**config.mk**
```make
export PLATFORM = sky130hd
export DESIGN_NAME = usart_core
export DESIGN_NICKNAME = d
export VERILOG_FILES = /design/src/inc/usart_pkg.sv /design/src/logic/baud_gen.sv /design/src/logic/usart_core.sv
export SDC_FILE = /design/constraint.sdc
export NUM_CORES = 1
export LEC_CHECK = 0
export BUFFER_PORTS_ARGS = -buffer_cell sky130_fd_sc_hd__buf_2
export CORE_AREA = 2 2 134 149
export DETAILED_ROUTE_END_ITERATION = 7
export DIE_AREA = 0 0 136 151
export PLACE_DENSITY_LB_ADDON = 0.05
export SLEW_MARGIN = 20
export SYNTH_ARGS = -nofsm -noshare
export SYNTH_HDL_FRONTEND = slang
export SYNTH_SLANG_ARGS = --single-unit
```
**constraint.sdc**
```tcl
create_clock -name clk -period 7.2 [get_ports clk]
set_clock_uncertainty 0.15 [all_clocks]
set_input_delay 0.72 -clock clk [delete_from_list [all_inputs] [get_ports clk]]
set_output_delay 0.72 -clock clk [all_outputs]
set_load 0.05 [all_outputs]
```
**src/inc/usart_pkg.sv**
```systemverilog
// Shared constants, register map and state encodings of the serial port
// Overview of operation
// Wake enable parks the receiver; a falling receive-line edge is the wake event.
// Remote node sends an all-zero first character when wake-up is used.
// Next rising receive-line edge after the wake event clears wake enable.
// Reading received data clears the receive flag; that data is discarded.
// Software checks receiver idle before arming wake enable.
// Wake enable auto-clear works even while the clock enable is low.
// Break is a start bit, twelve zero bits, then a stop bit.
// Break goes out when send-break and transmit enable are set at shift load.
// Buffer value written for a break is ignored; zeros are shifted instead.
// Hardware clears send-break after the break stop bit; next byte goes normally.
// Shift-register-empty reports break activity like normal characters.
// Header software sets enables, writes a dummy byte, then the sync byte.
// First break-receive method runs the baud rate at 9/13 of nominal.
// Wake path sees two edges, raises the receive flag, then takes the next byte.
// Software may enable auto-baud after a break once the transmit flag shows.
// Clocked master needs clock-source and clocked-mode bits; port enable remaps pins.
// Clocked mode is half duplex: receiving blocks sending and sending blocks receiving. Code: a receive request stops a send; no clocked receive.
// Master drives the shift clock; polarity bit selects its idle level.
// Shift register reloads only after its last bit, at once if data waits.
// Buffer to shift register move takes one cycle, then transmit flag sets.
// Transmit flag ignores its enable, cannot be cleared, clears on buffer write.
// Shift-register-empty is read-only, set while the shift register is empty.
// Master transmit setup: divisor, mode, options, transmit enable, then data.
// Shift clock rate comes from the high and low divisor registers.
`default_nettype none

package usart_pkg;

	localparam int ADDR_W = 3;

	localparam logic [ADDR_W-1:0] OFS_RCV_STATUS = 3'h0;
	localparam logic [ADDR_W-1:0] OFS_TX_BUFFER = 3'h1;
	localparam logic [ADDR_W-1:0] OFS_TX_STATUS = 3'h2;
	localparam logic [ADDR_W-1:0] OFS_BAUD_CTRL = 3'h3;
	localparam logic [ADDR_W-1:0] OFS_DIV_HIGH = 3'h4;
	localparam logic [ADDR_W-1:0] OFS_DIV_LOW = 3'h5;
	localparam logic [ADDR_W-1:0] OFS_RCV_DATA = 3'h6;
	localparam logic [ADDR_W-1:0] OFS_FLAGS = 3'h7;

	// Receive status and control fields
	localparam int BIT_PORT_EN = 7;
	localparam int BIT_RX_NINE = 6;
	localparam int BIT_SINGLE_RX = 5;
	localparam int BIT_CONT_RX = 4;
	localparam logic [7:0] RCV_WMASK = 8'hF8;

	// Transmit status and control fields
	localparam int BIT_CLK_MASTER = 7;
	localparam int BIT_TX_NINE = 6;
	localparam int BIT_TX_EN = 5;
	localparam int BIT_CLOCKED = 4;
	localparam int BIT_SEND_BREAK = 3;
	localparam int BIT_HIGH_SPEED = 2;
	localparam int BIT_TX_NINTH = 0;
	localparam logic [7:0] TX_WMASK = 8'hF5;

	// Baud control fields
	localparam int BIT_CLK_POL = 4;
	localparam int BIT_WIDE_DIV = 3;
	localparam int BIT_WAKE_EN = 1;
	localparam logic [7:0] BAUD_WMASK = 8'h39;

	localparam logic [7:0] REG_RESET = 8'h00;
	localparam logic [15:0] DIV_RESET = 16'h0000;

	// Half-bit prescale per mode: clocked, plain, one speed-up, both speed-ups
	localparam logic [5:0] PRE_CLOCKED = 6'h02;
	localparam logic [5:0] PRE_PLAIN = 6'h20;
	localparam logic [5:0] PRE_FAST = 6'h08;
	localparam logic [5:0] PRE_FASTEST = 6'h02;

	// Break: start, twelve zeros, stop, sent LSB first
	localparam logic [13:0] BREAK_FRAME = 14'h2000;
	localparam logic [3:0] BREAK_BITS = 4'hE;
	localparam logic [3:0] ASYNC_BITS = 4'hA;
	localparam logic [3:0] CLOCKED_BITS = 4'h8;
	localparam logic [4:0] RX_LAST8 = 5'h09;
	localparam logic [4:0] RX_LAST9 = 5'h0A;

	typedef enum logic [2:0] {
		TX_IDLE = 3'b001,
		TX_LOAD = 3'b010,
		TX_SHIFT = 3'b100
	} tx_state_t;

	typedef enum logic [1:0] {
		RX_IDLE = 2'b01,
		RX_BUSY = 2'b10
	} rx_state_t;

endpackage

`default_nettype wire

```
**src/logic/baud_gen.sv**
```systemverilog
// Baud divisor counter producing one tick per half bit
`default_nettype none

module baud_gen
	import usart_pkg::*;
(
	input wire logic clk,
	input wire logic arst_n,
	input wire logic ce,
	input wire logic restart,
	input wire logic [15:0] divisor,
	input wire logic [5:0] prescale,
	output logic tick
);

	logic [15:0] cnt_q;
	logic [5:0] pre_q;

	wire base_end = (cnt_q == divisor);
	wire pre_end = (pre_q == (prescale - 6'h01));

	assign tick = base_end & pre_end & ~restart;

	always_ff @(posedge clk or negedge arst_n)
	begin
		if (!arst_n)
		begin
			cnt_q <= 16'h0000;
			pre_q <= 6'h00;
		end
		else if (ce)
		begin
			if (restart || base_end)
				cnt_q <= 16'h0000;
			else
				cnt_q <= cnt_q + 16'h0001;
			if (restart || (base_end && pre_end))
				pre_q <= 6'h00;
			else if (base_end)
				pre_q <= pre_q + 6'h01;
		end
	end

endmodule

`default_nettype wire

```
**src/logic/usart_core.sv**
```systemverilog
// Serial port core: break send, wake-up on break, clocked master transmit
`default_nettype none

module usart_core
	import usart_pkg::*;
(
	input wire logic clk,
	input wire logic arst_n,
	input wire logic ce,
	input wire logic [ADDR_W-1:0] addr,
	input wire logic [7:0] wdata,
	input wire logic wr_en,
	input wire logic rd_en,
	output logic [7:0] rdata,
	input wire logic rx_dt_i,
	output logic rx_dt_o,
	output logic rx_dt_oe,
	output logic tx_ck_o,
	output logic tx_ck_oe,
	output logic receive_interrupt_flag,
	output logic transmit_interrupt_flag,
	output logic shift_register_empty
);

	logic [7:0] rcv_ctrl_q, tx_ctrl_q, baud_ctrl_q, div_high_q, div_low_q;
	logic [7:0] tx_buffer_q, rcv_data_q, rdata_q;
	logic buf_full_q, buf_full_d, send_break_q, send_break_d;
	logic wake_enable_q, wake_enable_d, wake_armed_q, wake_armed_d;
	logic rcv_flag_q, rcv_flag_d, frame_err_q, overrun_q, overrun_d, rx_ninth_q;
	logic rx_s1_q, rx_s2_q, rx_s3_q;
	tx_state_t tx_state_q, tx_state_d;
	logic [13:0] tx_frame_q, tx_frame_d;
	logic [3:0] tx_left_q, tx_left_d;
	logic tx_half_q, tx_half_d, tx_break_q, tx_break_d;
	rx_state_t rx_state_q, rx_state_d;
	logic [4:0] rx_hcnt_q, rx_hcnt_d;
	logic [8:0] rx_shift_q, rx_shift_d;
	logic ck_pin_q, dt_pin_q, ck_oe_q, dt_oe_q;
	logic tx_tick, rx_tick;

	// Register port decode
	wire wr_ok = wr_en & ce;
	wire rd_ok = rd_en & ce;
	wire wr_rcv = wr_ok & (addr == OFS_RCV_STATUS);
	wire wr_txbuf = wr_ok & (addr == OFS_TX_BUFFER);
	wire wr_txctl = wr_ok & (addr == OFS_TX_STATUS);
	wire wr_baud = wr_ok & (addr == OFS_BAUD_CTRL);
	wire wr_divh = wr_ok & (addr == OFS_DIV_HIGH);
	wire wr_divl = wr_ok & (addr == OFS_DIV_LOW);
	wire rd_rcvdata = rd_ok & (addr == OFS_RCV_DATA);

	// Mode bits
	wire port_en = rcv_ctrl_q[BIT_PORT_EN];
	wire rx_nine = rcv_ctrl_q[BIT_RX_NINE];
	wire rx_req = rcv_ctrl_q[BIT_SINGLE_RX] | rcv_ctrl_q[BIT_CONT_RX];
	wire clk_master = tx_ctrl_q[BIT_CLK_MASTER];
	wire tx_nine = tx_ctrl_q[BIT_TX_NINE];
	wire tx_en = tx_ctrl_q[BIT_TX_EN];
	wire clocked = tx_ctrl_q[BIT_CLOCKED];
	wire high_speed = tx_ctrl_q[BIT_HIGH_SPEED];
	wire tx_ninth = tx_ctrl_q[BIT_TX_NINTH];
	wire clk_pol = baud_ctrl_q[BIT_CLK_POL];
	wire wide_div = baud_ctrl_q[BIT_WIDE_DIV];
	wire sync_master = port_en & clocked & clk_master;

	// Slave clocking is not supported, so clocked mode without master stays quiet
	wire tx_allowed = port_en & tx_en & (~clocked | (clk_master & ~rx_req));

	// Divisor and prescale selection
	wire [15:0] divisor = wide_div ? {div_high_q, div_low_q} : {8'h00, div_low_q};
	wire [5:0] pre_async = high_speed ? (wide_div ? PRE_FASTEST : PRE_FAST)
		: (wide_div ? PRE_FAST : PRE_PLAIN);
	wire [5:0] prescale = clocked ? PRE_CLOCKED : pre_async;

	// Receive line synchroniser edges
	wire rx_line = rx_s2_q;
	wire rx_fall = rx_s3_q & ~rx_s2_q;
	wire rx_rise = ~rx_s3_q & rx_s2_q;

	// Transmit load and bit timing
	wire tx_go = buf_full_q & tx_allowed;
	wire tx_loading = (tx_state_q == TX_LOAD);
	wire tx_shifting = (tx_state_q == TX_SHIFT);
	wire tx_bit_end = tx_shifting & tx_tick & tx_half_q;
	wire tx_done = tx_bit_end & (tx_left_q == 4'h1);
	wire break_done = tx_done & tx_break_q;
	wire load_break = send_break_q & tx_en & ~clocked;
	wire [13:0] frame_async = tx_nine ? {3'h7, 1'b1, tx_ninth, tx_buffer_q, 1'b0}
		: {4'hF, 1'b1, tx_buffer_q, 1'b0};
	wire [13:0] frame_clocked = tx_nine ? {5'h1F, tx_ninth, tx_buffer_q}
		: {6'h3F, tx_buffer_q};
	wire [13:0] frame_data = clocked ? frame_clocked : frame_async;
	wire [13:0] frame_load = load_break ? BREAK_FRAME : frame_data;
	wire [3:0] bits_data = (clocked ? CLOCKED_BITS : ASYNC_BITS) + {3'h0, tx_nine};
	wire [3:0] bits_load = load_break ? BREAK_BITS : bits_data;

	// Asynchronous receiver control
	wire rx_en = port_en & ~clocked & rcv_ctrl_q[BIT_CONT_RX] & ~wake_enable_q;
	wire rx_idle = (rx_state_q == RX_IDLE);
	wire rx_start = rx_idle & rx_en & rx_fall;
	wire rx_sample = (rx_state_q == RX_BUSY) & rx_tick & ~rx_hcnt_q[0];
	wire [4:0] rx_idx = {1'b0, rx_hcnt_q[4:1]};
	wire rx_at_stop = rx_sample & (rx_idx == (rx_nine ? RX_LAST9 : RX_LAST8));
	wire rx_store = rx_at_stop & ce & ~rcv_flag_q;
	wire rx_overrun = rx_at_stop & ce & rcv_flag_q;
	wire [7:0] rx_byte = rx_nine ? rx_shift_q[7:0] : rx_shift_q[8:1];

	// Wake-up detection, kept alive while the clock enable is low
	wire wake_event = wake_enable_q & ~wake_armed_q & rx_fall;
	wire wake_done = wake_enable_q & wake_armed_q & rx_rise;

	baud_gen tx_baud (
		.clk(clk),
		.arst_n(arst_n),
		.ce(ce),
		.restart(tx_loading),
		.divisor(divisor),
		.prescale(prescale),
		.tick(tx_tick)
	);

	baud_gen rx_baud (
		.clk(clk),
		.arst_n(arst_n),
		.ce(ce),
		.restart(rx_start),
		.divisor(divisor),
		.prescale(prescale),
		.tick(rx_tick)
	);

	// Transmit sequencer
	always_comb
	begin
		tx_state_d = tx_state_q;
		tx_frame_d = tx_frame_q;
		tx_left_d = tx_left_q;
		tx_half_d = tx_half_q;
		tx_break_d = tx_break_q;
		case (tx_state_q)
			TX_IDLE:
			begin
				if (tx_go)
					tx_state_d = TX_LOAD;
			end
			TX_LOAD:
			begin
				tx_state_d = TX_SHIFT;
				tx_frame_d = frame_load;
				tx_left_d = bits_load;
				tx_half_d = 1'b0;
				tx_break_d = load_break;
			end
			TX_SHIFT:
			begin
				if (tx_tick)
					tx_half_d = ~tx_half_q;
				if (tx_bit_end)
				begin
					tx_frame_d = {1'b1, tx_frame_q[13:1]};
					tx_left_d = tx_left_q - 4'h1;
				end
				if (tx_done)
					tx_state_d = tx_go ? TX_LOAD : TX_IDLE;
			end
			default:
				tx_state_d = TX_IDLE;
		endcase
		if (!tx_allowed)
			tx_state_d = TX_IDLE;
	end

	// Receive sequencer
	always_comb
	begin
		rx_state_d = rx_state_q;
		rx_hcnt_d = rx_hcnt_q;
		rx_shift_d = rx_shift_q;
		case (rx_state_q)
			RX_IDLE:
			begin
				if (rx_start)
				begin
					rx_state_d = RX_BUSY;
					rx_hcnt_d = 5'h00;
				end
			end
			RX_BUSY:
			begin
				if (rx_tick)
					rx_hcnt_d = rx_hcnt_q + 5'h01;
				if (rx_sample && rx_idx != 5'h00)
					rx_shift_d = {rx_line, rx_shift_q[8:1]};
				if ((rx_sample && rx_idx == 5'h00 && rx_line) || rx_at_stop)
					rx_state_d = RX_IDLE;
			end
			default:
				rx_state_d = RX_IDLE;
		endcase
		if (!rx_en)
			rx_state_d = RX_IDLE;
	end

	// Flag and control next values; a set or a register write wins over a clear
	assign buf_full_d = wr_txbuf | (buf_full_q & ~tx_loading);
	assign send_break_d = wr_txctl ? wdata[BIT_SEND_BREAK]
		: (send_break_q & ~(break_done & ce));
	assign wake_enable_d = wr_baud ? wdata[BIT_WAKE_EN]
		: (wake_enable_q & ~wake_done);
	assign wake_armed_d = wake_enable_q & (wake_armed_q | rx_fall) & ~wake_done;
	assign rcv_flag_d = wake_event | rx_store | (rcv_flag_q & ~rd_rcvdata);
	assign overrun_d = rx_overrun | (overrun_q & ~(wr_rcv & ~wdata[BIT_CONT_RX]));

	// Pin drive: data pin only while clocked master transmit is allowed, clock pin per mode
	wire ck_active = tx_shifting & clocked & ~tx_half_q;
	wire tx_line = tx_shifting ? tx_frame_q[0] : 1'b1;
	wire ck_pin_d = clocked ? (ck_active ? ~clk_pol : clk_pol) : tx_line;
	wire ck_oe_d = port_en & (~clocked | clk_master);
	wire dt_oe_d = sync_master & tx_allowed;

	// Read data multiplexer
	wire [7:0] rcv_read = {rcv_ctrl_q[7:3], frame_err_q, overrun_q, rx_ninth_q};
	wire [7:0] tx_read = {tx_ctrl_q[7:4], send_break_q, tx_ctrl_q[2],
		shift_register_empty, tx_ctrl_q[0]};
	wire [7:0] baud_read = {1'b0, rx_idle, baud_ctrl_q[5:2], wake_enable_q,
		baud_ctrl_q[0]};
	wire [7:0] flags_read = {6'h00, transmit_interrupt_flag, rcv_flag_q};
	wire [7:0] read_mux =
		(addr == OFS_RCV_STATUS) ? rcv_read :
		(addr == OFS_TX_BUFFER) ? tx_buffer_q :
		(addr == OFS_TX_STATUS) ? tx_read :
		(addr == OFS_BAUD_CTRL) ? baud_read :
		(addr == OFS_DIV_HIGH) ? div_high_q :
		(addr == OFS_DIV_LOW) ? div_low_q :
		(addr == OFS_RCV_DATA) ? rcv_data_q : flags_read;

	assign rdata = rdata_q;
	assign rx_dt_o = dt_pin_q;
	assign rx_dt_oe = dt_oe_q;
	assign tx_ck_o = ck_pin_q;
	assign tx_ck_oe = ck_oe_q;
	assign receive_interrupt_flag = rcv_flag_q;
	assign transmit_interrupt_flag = ~buf_full_q;
	assign shift_register_empty = (tx_state_q == TX_IDLE);

	// Receive pin synchroniser runs freely so wake edges are seen without ce
	always_ff @(posedge clk or negedge arst_n)
	begin
		if (!arst_n)
		begin
			rx_s1_q <= 1'b1;
			rx_s2_q <= 1'b1;
			rx_s3_q <= 1'b1;
		end
		else
		begin
			rx_s1_q <= rx_dt_i;
			rx_s2_q <= rx_s1_q;
			rx_s3_q <= rx_s2_q;
		end
	end

	// Wake state and receive flag also run without ce
	always_ff @(posedge clk or negedge arst_n)
	begin
		if (!arst_n)
		begin
			wake_enable_q <= 1'b0;
			wake_armed_q <= 1'b0;
			rcv_flag_q <= 1'b0;
		end
		else
		begin
			wake_enable_q <= wake_enable_d;
			wake_armed_q <= wake_armed_d;
			rcv_flag_q <= rcv_flag_d;
		end
	end

	// Software registers
	always_ff @(posedge clk or negedge arst_n)
	begin
		if (!arst_n)
		begin
			rcv_ctrl_q <= REG_RESET;
			tx_ctrl_q <= REG_RESET;
			baud_ctrl_q <= REG_RESET;
			div_high_q <= DIV_RESET[15:8];
			div_low_q <= DIV_RESET[7:0];
			tx_buffer_q <= REG_RESET;
		end
		else if (ce)
		begin
			if (wr_rcv)
				rcv_ctrl_q <= wdata & RCV_WMASK;
			if (wr_txctl)
				tx_ctrl_q <= wdata & TX_WMASK;
			if (wr_baud)
				baud_ctrl_q <= wdata & BAUD_WMASK;
			if (wr_divh)
				div_high_q <= wdata;
			if (wr_divl)
				div_low_q <= wdata;
			if (wr_txbuf)
				tx_buffer_q <= wdata;
		end
	end

	// Transmit state
	always_ff @(posedge clk or negedge arst_n)
	begin
		if (!arst_n)
		begin
			tx_state_q <= TX_IDLE;
			tx_frame_q <= 14'h3FFF;
			tx_left_q <= 4'h0;
			tx_half_q <= 1'b0;
			tx_break_q <= 1'b0;
			buf_full_q <= 1'b0;
			send_break_q <= 1'b0;
		end
		else if (ce)
		begin
			tx_state_q <= tx_state_d;
			tx_frame_q <= tx_frame_d;
			tx_left_q <= tx_left_d;
			tx_half_q <= tx_half_d;
			tx_break_q <= tx_break_d;
			buf_full_q <= buf_full_d;
			send_break_q <= send_break_d;
		end
	end

	// Receive state and captured data
	always_ff @(posedge clk or negedge arst_n)
	begin
		if (!arst_n)
		begin
			rx_state_q <= RX_IDLE;
			rx_hcnt_q <= 5'h00;
			rx_shift_q <= 9'h000;
			rcv_data_q <= REG_RESET;
			rx_ninth_q <= 1'b0;
			frame_err_q <= 1'b0;
			overrun_q <= 1'b0;
		end
		else if (ce)
		begin
			rx_state_q <= rx_state_d;
			rx_hcnt_q <= rx_hcnt_d;
			rx_shift_q <= rx_shift_d;
			overrun_q <= overrun_d;
			if (rx_at_stop)
				frame_err_q <= ~rx_line;
			if (rx_store)
			begin
				rcv_data_q <= rx_byte;
				rx_ninth_q <= rx_nine & rx_shift_q[8];
			end
		end
	end

	// Registered pins and read data
	always_ff @(posedge clk or negedge arst_n)
	begin
		if (!arst_n)
		begin
			ck_pin_q <= 1'b1;
			ck_oe_q <= 1'b0;
			dt_pin_q <= 1'b1;
			dt_oe_q <= 1'b0;
			rdata_q <= 8'h00;
		end
		else if (ce)
		begin
			ck_pin_q <= ck_pin_d;
			ck_oe_q <= ck_oe_d;
			dt_pin_q <= tx_line;
			dt_oe_q <= dt_oe_d;
			rdata_q <= rd_ok ? read_mux : 8'h00;
		end
	end

endmodule

`default_nettype wire

```
==> results of run 1 <==
==> kinds of logic after synthesis <==
family / Yosys count / share of synthesized area
xor+xnor: 46 / 0.0478
flops: 152 / 0.454
compound gates: 193 / 0.144
fa+ha+maj: 11 / 0.0163
simple gates: 299 / 0.181
mux: 88 / 0.118
buf+inv: 87 / 0.0393
==> power by group through the flow <==
stage / logic [mW] / registers, mW / clock network [mW]
floorplan: 0.398 / 1.12 / 0
global placement: 0.553 / 1.16 / 0
detailed placement: 0.562 / 1.16 / 0
CTS: 0.566 / 1.15 / 0.912
global route: 0.622 / 1.17 / 0.946
finish: 0.564 / 1.15 / 0.894
==> cell type report <==
class	instances	area share
clock inverters	13	0.0126
repair buffers	40	0.0244
well taps	247	0.0329
clock buffers	19	0.0494
multi-input cells	637	0.456
inverters	44	0.0176
flip-flops and latches	152	0.407
==> state kept, by name, indices dropped and copies added, names as in the netlist, 4 cells and up <==
name / count
tx_baud.cnt_q: 16
baud_ctrl_q: 4
rcv_ctrl_q: 5
rdata: 8
rx_baud.cnt_q: 16
tx_buffer_q: 8
rx_hcnt_q: 5
rcv_data_q: 8
tx_ctrl_q: 6
rx_shift_q: 9
div_high_q: 8
rx_baud.pre_q: 6
tx_baud.pre_q: 6
tx_left_q: 4
div_low_q: 8
tx_frame_q: 13
==> worst min path at each step <==
stage                        from               end  slack [ns]  depth (start not counted)
after floorplan           rx_s1_q           rx_line        0.20                          0
after global placement    rx_s1_q           rx_line        0.20                          0
after detailed placement  rx_s1_q           rx_line        0.20                          0
after CTS                  arst_n      rx_hcnt_q[4]        0.20                          1
after global routing       arst_n      rx_hcnt_q[2]        0.22                          1
final                      arst_n  rx_baud.pre_q[1]        0.17                          1
==> cell usage in the layout, fill, tap and decap left out, drive strengths merged, types with 13 or more instances in the layout <==
cell	n
and3	13
a21oi	40
nand4	17
xor2	19
nand2	65
nand3	40
dfstp	20
inv	54
nor2	78
xnor2	27
dfrtp	132
o21ai	69
nor3	19
clkbuf	19
mux2i	33
buf	40
mux2	54
==> layer usage <==
layer,up-vias,global-route usage,wire [um]
met1,3433,0.314,10600
li1,3189,-,-
met4,0,0.0813,567
met5,-,0,0
met2,199,0.388,11200
met3,43,0.0418,914
==> cell usage after synthesis (all sizes together), types with 4 or more instances <==
cell type	count	area [um2]
a22o	6	52.6
nand2	65	244
o2111ai	5	43.8
dfstp	20	526
dfrtp	132	3300
nor4	6	52.6
clkbuf	36	135
a31oi	7	43.8
and4	4	35.0
nand2b	8	50.1
o2bb2ai	6	52.6
nor3	19	95.1
mux2	54	642
xnor2	27	236
ha	11	138
nand3	40	200
buf	7	31.3
nor2b	8	50.1
xor2	19	166
o21ai	69	345
a21o	11	82.6
mux2i	33	330
o22ai	6	37.5
nor2	78	293
or4	9	71.3
or3	9	56.3
inv	44	165
o31ai	4	30.0
and3	13	81.3
nor3b	4	30.0
o211ai	11	82.6
nor4bb	4	40.0
a21oi	40	200
nand4	17	106
==> critical path: cells and delay by family (launching register included) <==
family	cells	cell delay, ns
adders and majority gates	1	0.39
AOI/OAI and AO/OA	1	0.21
xor gates and xnor gates	1	0.15
DFF	1	0.55
muxes	1	0.40
and+or+nand+nor	4	1.79
buffers and inverters	1	0.15
==> run summary, run 1 <==
The run finished with clean final reports. The DRC violations left came out at 0. The share of total power dissipated in the clock network is 0.342.

STA classifies the critical path endpoint as a register. The part of the cycle the worst path needs came out at 0.543. The largest single stage delay on the critical path is 0.81 ns. The post-route antenna net violation count came out at 0. The quantity of hold-fixing buffers added after cts came out at 0. In this run the critical register-to-register path is captured at rx_shift_q[4]. The die is between 150 and 200 um tall. The critical path in this run is classified as reg -> reg.

The number of endpoints failing setup at the final stage came out at 0. The final hold violation count is 0. The highest clock rate is between 200 and 300 MHz.

The H-tree depth came out at 4. The time the worst path needs with I/O delays and setup is 3.91 ns. The number of nets in the synthesized netlist is ~900.

The worst path meets setup with about 3.3 ns of slack. Wires add up to approximately 23,000 um. The finished layout holds ~1,200 standard cells, fillers aside. The number of buffers added by the clock tree synthesis step is 17.

The layout-stage area growth over the synthesis result is 11.5%. The total non-filler cell area in the finished layout is ~9400 um2. At the worst endpoint, the arrival time is ~4.1 ns.

The reg-to-reg startpoint is baud_ctrl_q[3]. The post-route core utilization is 0.496. For this design the total switching power over the nets is slightly above 900 uW. The placed cell count came out at approximately 1,100. The maximum root-to-sink buffer count is 2.

The die area is just over 20,000 um2. The number of primary I/O pins came out at 32. The mean cell area of the mapped netlist came out at about 9.6 um2.

The share of synthesized registers carrying an async set or reset came out at 1.00. The worst setup path startpoint is baud_ctrl_q[3]. The global-route wire length before repair came out at ~37,000 um. The peak supply drop came out at between 0.00015 and 0.0002 V. The critical path data required time is approximately 7.4 ns. The synthesized flop and latch total came out at roughly 150. In the final layout, the multi-input gates occupy 4280 um2. The number of violations reported at the end of detailed-routing iteration 0 is 574. The number of buffer cells added on primary ports is 31. Setup repair after global routing left no endpoint under its margin. The slowest stage of the critical path is the sky130_fd_sc_hd__or4_1 cell. The fraction of layout cells with a size suffix above 1 is 0.175. The TritonCTS clock tree is done. The CTS sink count came out at between 150 and 200.

STA classifies the critical path startpoint as a register. The number of post-CTS setup repair buffers came out at 0. The actual transition at the worst max-transition pin is 0.998 ns. The highest fanout seen on the critical path is 12. Setup slack on the worst reg-to-reg path comes out at about 3.3 ns. The clock-pin slew on the worst setup and hold paths is about 0.07 ns. The share of synthesized area occupied by flip-flops and latches is 0.454.

The antenna cell count came out at 0. The number of distinct library cells after synthesis is 65. The synthesized netlist occupies a cell area of around 8400 um2. Of the total power, the share spent switching nets is 0.349. The total power after layout is about 2.6 mW.

After filler insertion, the fill cell instance count of the layout stands at 1,795. The final global-route overflow total came out at 0. The path category of the worst min-delay check is in -> async. The combinational share of power came out at 0.216. Dividing the detail-routed wire length by the instance count gives 20.2 um. The count of max-cap constraint violations is 0. The horizontal extent of the die came out at ~140 um.

In this run, synthesis inferred 0 flip-flops with an integrated enable. The number of detailed-route iterations in the first pass came out at 5. Following the worst setup path forward leads to its endpoint at rx_shift_q[4]. The root buffer cell chosen for the clock tree is sky130_fd_sc_hd__clkbuf_16. Yosys printed 0 warnings. The routed layout has approximately 7,000 vias. In this run the core area contains 53 standard-cell rows.

The per-cell via count in the routed design is between 5 and 6. Across every metal layer, demand over resource in global routing totals 0.236. The summed negative setup slack over all endpoints is 0 ns. Internal power comes to ~1.7 mW. The area inside the core boundary is between 15,000 and 20,000 um2. The tightest hold path in the finished design has a slack of about 0.17 ns.

The maximum number of pins on one net before global-route repair came out at slightly below 80. The number of gates resized after CTS was 0. The sequential standard cell area came out at between 3000 and 4000 um2. The worst reg-to-reg path cell count is 9. The via count of the first global-routing pass is between 6,000 and 7,000.

The clock latency on the worst-skew pair is between 0.4 and 0.5 ns. At the end of the flow, the number of nets in the layout was approximately 900. The signal on the critical path passes through inv_2, ha_1, or3_1, a21oi_1, xnor2_1, and4_1, nand3_1, or4_1, mux2_4.

The HPWL reported at the end of detailed placement is 16,400 um. The sequential share of power is 0.441. The placed cell area is about 8800 um2. Routability-driven placement finished with a final weighted congestion of between 0.8 and 0.9. The initial antenna violation count was 0. The count of final max-slew check failures is 0. The most used flip-flop cell after synthesis is sky130_fd_sc_hd__dfrtp_1.

The post-placement worst setup slack is between 3 and 4 ns. The initial utilization of the core area, before any placement, comes to 0.444. Power spread over the standard cell area amounts to 278 nW/um2. The max-slew headroom at the worst pin came out at 0.335. Synthesis handed over a netlist of 876 instances. Summed over all cells, the static leakage comes to a little over 4 nW.
Power figures use the tool's default switching activity.
==> run 2: changes to the inputs <==
clock period = 3.2 ns   (was 7.2 ns; I/O delays follow)
==> run 2 against run 1 <==
  * Critical path depth shrank 1
  * Worst setup slack worse by 3.2 ns
  * Routed wire length decreased by 3.0%
  * Final cell count up 2.4%
  * Non-clock buffer count is 28 higher
  * Critical endpoint is now rx_shift_q[7]
  * Largest power group unchanged
  * Highest routed layer unchanged
==> run summary, run 2 (synthesis gave the netlist of run 1 again) <==
The peak supply drop is roughly 0.00039 V. The share of total power dissipated in the clock network is 0.353. For the worst setup path, the data required time is approximately 3.4 ns.

The number of nets in the layout is between 900 and 1,000. Once the clock tree was built, the setup fixing pass inserted 0 buffers. The switching share of power came out at 0.331. Setup repair after global routing left no endpoint under its margin. The worst-case hold slack is 0.0564 ns. In this run the power spent charging and discharging nets is between 1.5 and 2 mW. The HPWL reported at the end of detailed placement is 16,300 um.

The number of buffer cells added on primary ports came out at 31. The number of buffers and inverters on the critical path came out at 1. The overall via count from detail_route came out at roughly 6,800. The initial antenna violation count is 0.

The slowest cell on the critical path is sky130_fd_sc_hd__or4_1. The top cell types in the final layout, fill and taps aside, are sky130_fd_sc_hd__dfrtp_1 (131), sky130_fd_sc_hd__nor2_1 (78), sky130_fd_sc_hd__o21ai_0 (69). The post-layout instance count excluding filler cells is 1,180. The clock-pin slew on the worst setup and hold paths is approximately 0.070 ns. The sequential share of power is 0.426. The first global-routing pass estimated 37,000 um of wire. For this block, the initial DRC count from the detailed router was roughly 450.

The library cell used most frequently in the layout, excluding fill and tap cells, is sky130_fd_sc_hd__dfrtp_1. The number of detailed-route iterations in the first pass is 5. Measured against its own limit, the worst slew margin works out to 0.513. The number of primary I/O pins came out at 32. The total wire length after detailed routing came out at roughly 23,000 um.

The number of endpoints failing setup at the final stage is 0. Counting every sink on the clock net gives roughly 150. The run finished with clean final reports. The highest fanout seen on the critical path came out at 9. The worst path in the final design needs a cycle of roughly 3.1 ns, including I/O delays and setup. Power spread over the standard cell area amounts to between 600 and 700 nW/um2. In this run the worst hold path is classified as in -> reg. The maximum number of pins on one net before global-route repair came out at 70. The placed cell area came out at about 9000 um2. The DRC violations left came out at 0. The summed negative setup slack over all endpoints is 0 ns. The part of the cycle the worst path needs is 0.968. The initial utilization of the core area, before any placement, comes to 0.444. The layout filler cell count is about 1,800.

The number of rows created at floorplan is 53. The signal arrival time at the worst endpoint came out at between 3 and 4 ns. TritonCTS built the clock tree. In the final layout, the registers with the most flip-flops are rx_baud.cnt_q x16, tx_baud.cnt_q x16, tx_frame_q x13.

The clock latency on the worst-skew pair came out at ~0.43 ns. The via count of the first global-routing pass was slightly below 7,000. The count of final max-slew check failures came out at 0. The per-cell via count in the routed design came out at 5.78. The combinational share of power is 0.221. The worst setup path is of the reg -> reg kind. Routability-driven placement finished with a final weighted congestion of roughly 0.82.

The longest individual stage delay on the worst path came out at between 0.5 and 0.6 ns. The area inside the core boundary is 19,000 um2. The post-route antenna net violation count is 0.

The final global-route overflow total is 0. Once layout is done, the placed cells without fillers occupy 9690 um2. The actual transition at the worst max-transition pin came out at between 0.7 and 0.8 ns. The final hold violation count is 0.

The kind of start point of the critical path is a register. The clock tree synthesis step divided the H-tree into 4 levels. The count of max-cap constraint violations is 0.

0 antenna diodes ended up in the layout. The die span in y came out at between 150 and 200 um. The kind of cell adding the most delay to the critical path is simple AND/OR/NAND/NOR gates. The global router's overall resource usage came out at 0.232. The internal portion of the total power is around 4.0 mW. Counting tap cells, the placed design contains a total of between 1,000 and 1,500 instances. Dividing the detail-routed wire length by the instance count gives 19.1 um.

The die area came out at 20,500 um2. The endpoint type of the worst setup path is a register. The layout-stage area growth over the synthesis result came out at 14.9%. The highest clock rate is 323 MHz. The leakage power figure is about 4.3 nW. The tree is rooted in a sky130_fd_sc_hd__clkbuf_16.

No sink is reached through more buffers than the 2 on the longest clock path. The post-route core utilization is 0.511. The fraction of layout cells with a size suffix above 1 is 0.198. In this run, CTS created clock tree buffers numbering 17. Walking the worst path, the cells encountered are nor2b_1, o311a_1, or4_4, nor4_4, nand3_2, or4_1, buf_6, mux2_4. The horizontal extent of the die came out at around 140 um.
-- run 2: changes by cell type in the layout (fill, tap and decap cells not counted), sizes merged --
cell	before	now
inv	54	51
bufinv	0	3
clkbuf	19	17
clkinv	1	3
dlygate4sd3	0	2
buf	40	66
-- run 2: path summary, 6_finish.rpt --
check	start	end	slack, ns	depth (start not counted)
max reg2reg	div_high_q[5]	rx_shift_q[7]	0.10	8
max in group asynchronous	arst_n	tx_ck_o	1.75	3
min reg2reg	rx_s1_q	rx_line	0.21	0
max	div_high_q[5]	rx_shift_q[7]	0.10	8
min in group asynchronous	arst_n	rx_baud.cnt_q[0]	0.32	2
min	wdata[2]	div_low_q[2]	0.06	2
-- run 2: repair_timing --
item	CTS	global route
setup endpoints to repair	0	10
endpoints found under the hold margin	64	0
resized for setup	0	6
hold buffers	2	0
-- run 2: layer usage --
| layer | track usage | up-vias | routed length, um |
|---|---|---|---|
| met5 | 0 | - | 0 |
| met2 | 0.386 | 154 | 11200 |
| li1 | - | 3245 | - |
| met4 | 0.0693 | 0 | 406 |
| met3 | 0.0375 | 24 | 895 |
| met1 | 0.313 | 3402 | 10100 |
-- run 2: layout make-up --
type,instances,area (um2),area share
Multi-Input combinational cell,637,4290,0.443
Sequential cell,152,3830,0.395
Timing Repair Buffer,68,473,0.0488
Clock buffer,17,425,0.0439
Tap cell,247,309,0.0319
Clock inverter,15,191,0.0198
Inverter,44,168,0.0173
-- run 2: stage by stage --
step           total power, mW  worst slack [ns]
3_3_place_gp              3.89            0.0335
2_1_floorplan             3.44            0.0247
3_5_place_dp              3.93            0.0325
5_1_grt                   6.35            0.0151
6_report                  6.03             0.103
4_1_cts                   6.08            0.0169
-- run 2: power by group through the flow --
| stage | combinational (mW) | sequential [mW] | clock, mW |
|---|---|---|---|
| floorplan | 0.910 | 2.53 | 0 |
| global placement | 1.30 | 2.59 | 0 |
| detailed placement | 1.34 | 2.60 | 0 |
| CTS | 1.34 | 2.57 | 2.17 |
| global route | 1.49 | 2.61 | 2.25 |
| finish | 1.33 | 2.57 | 2.12 |
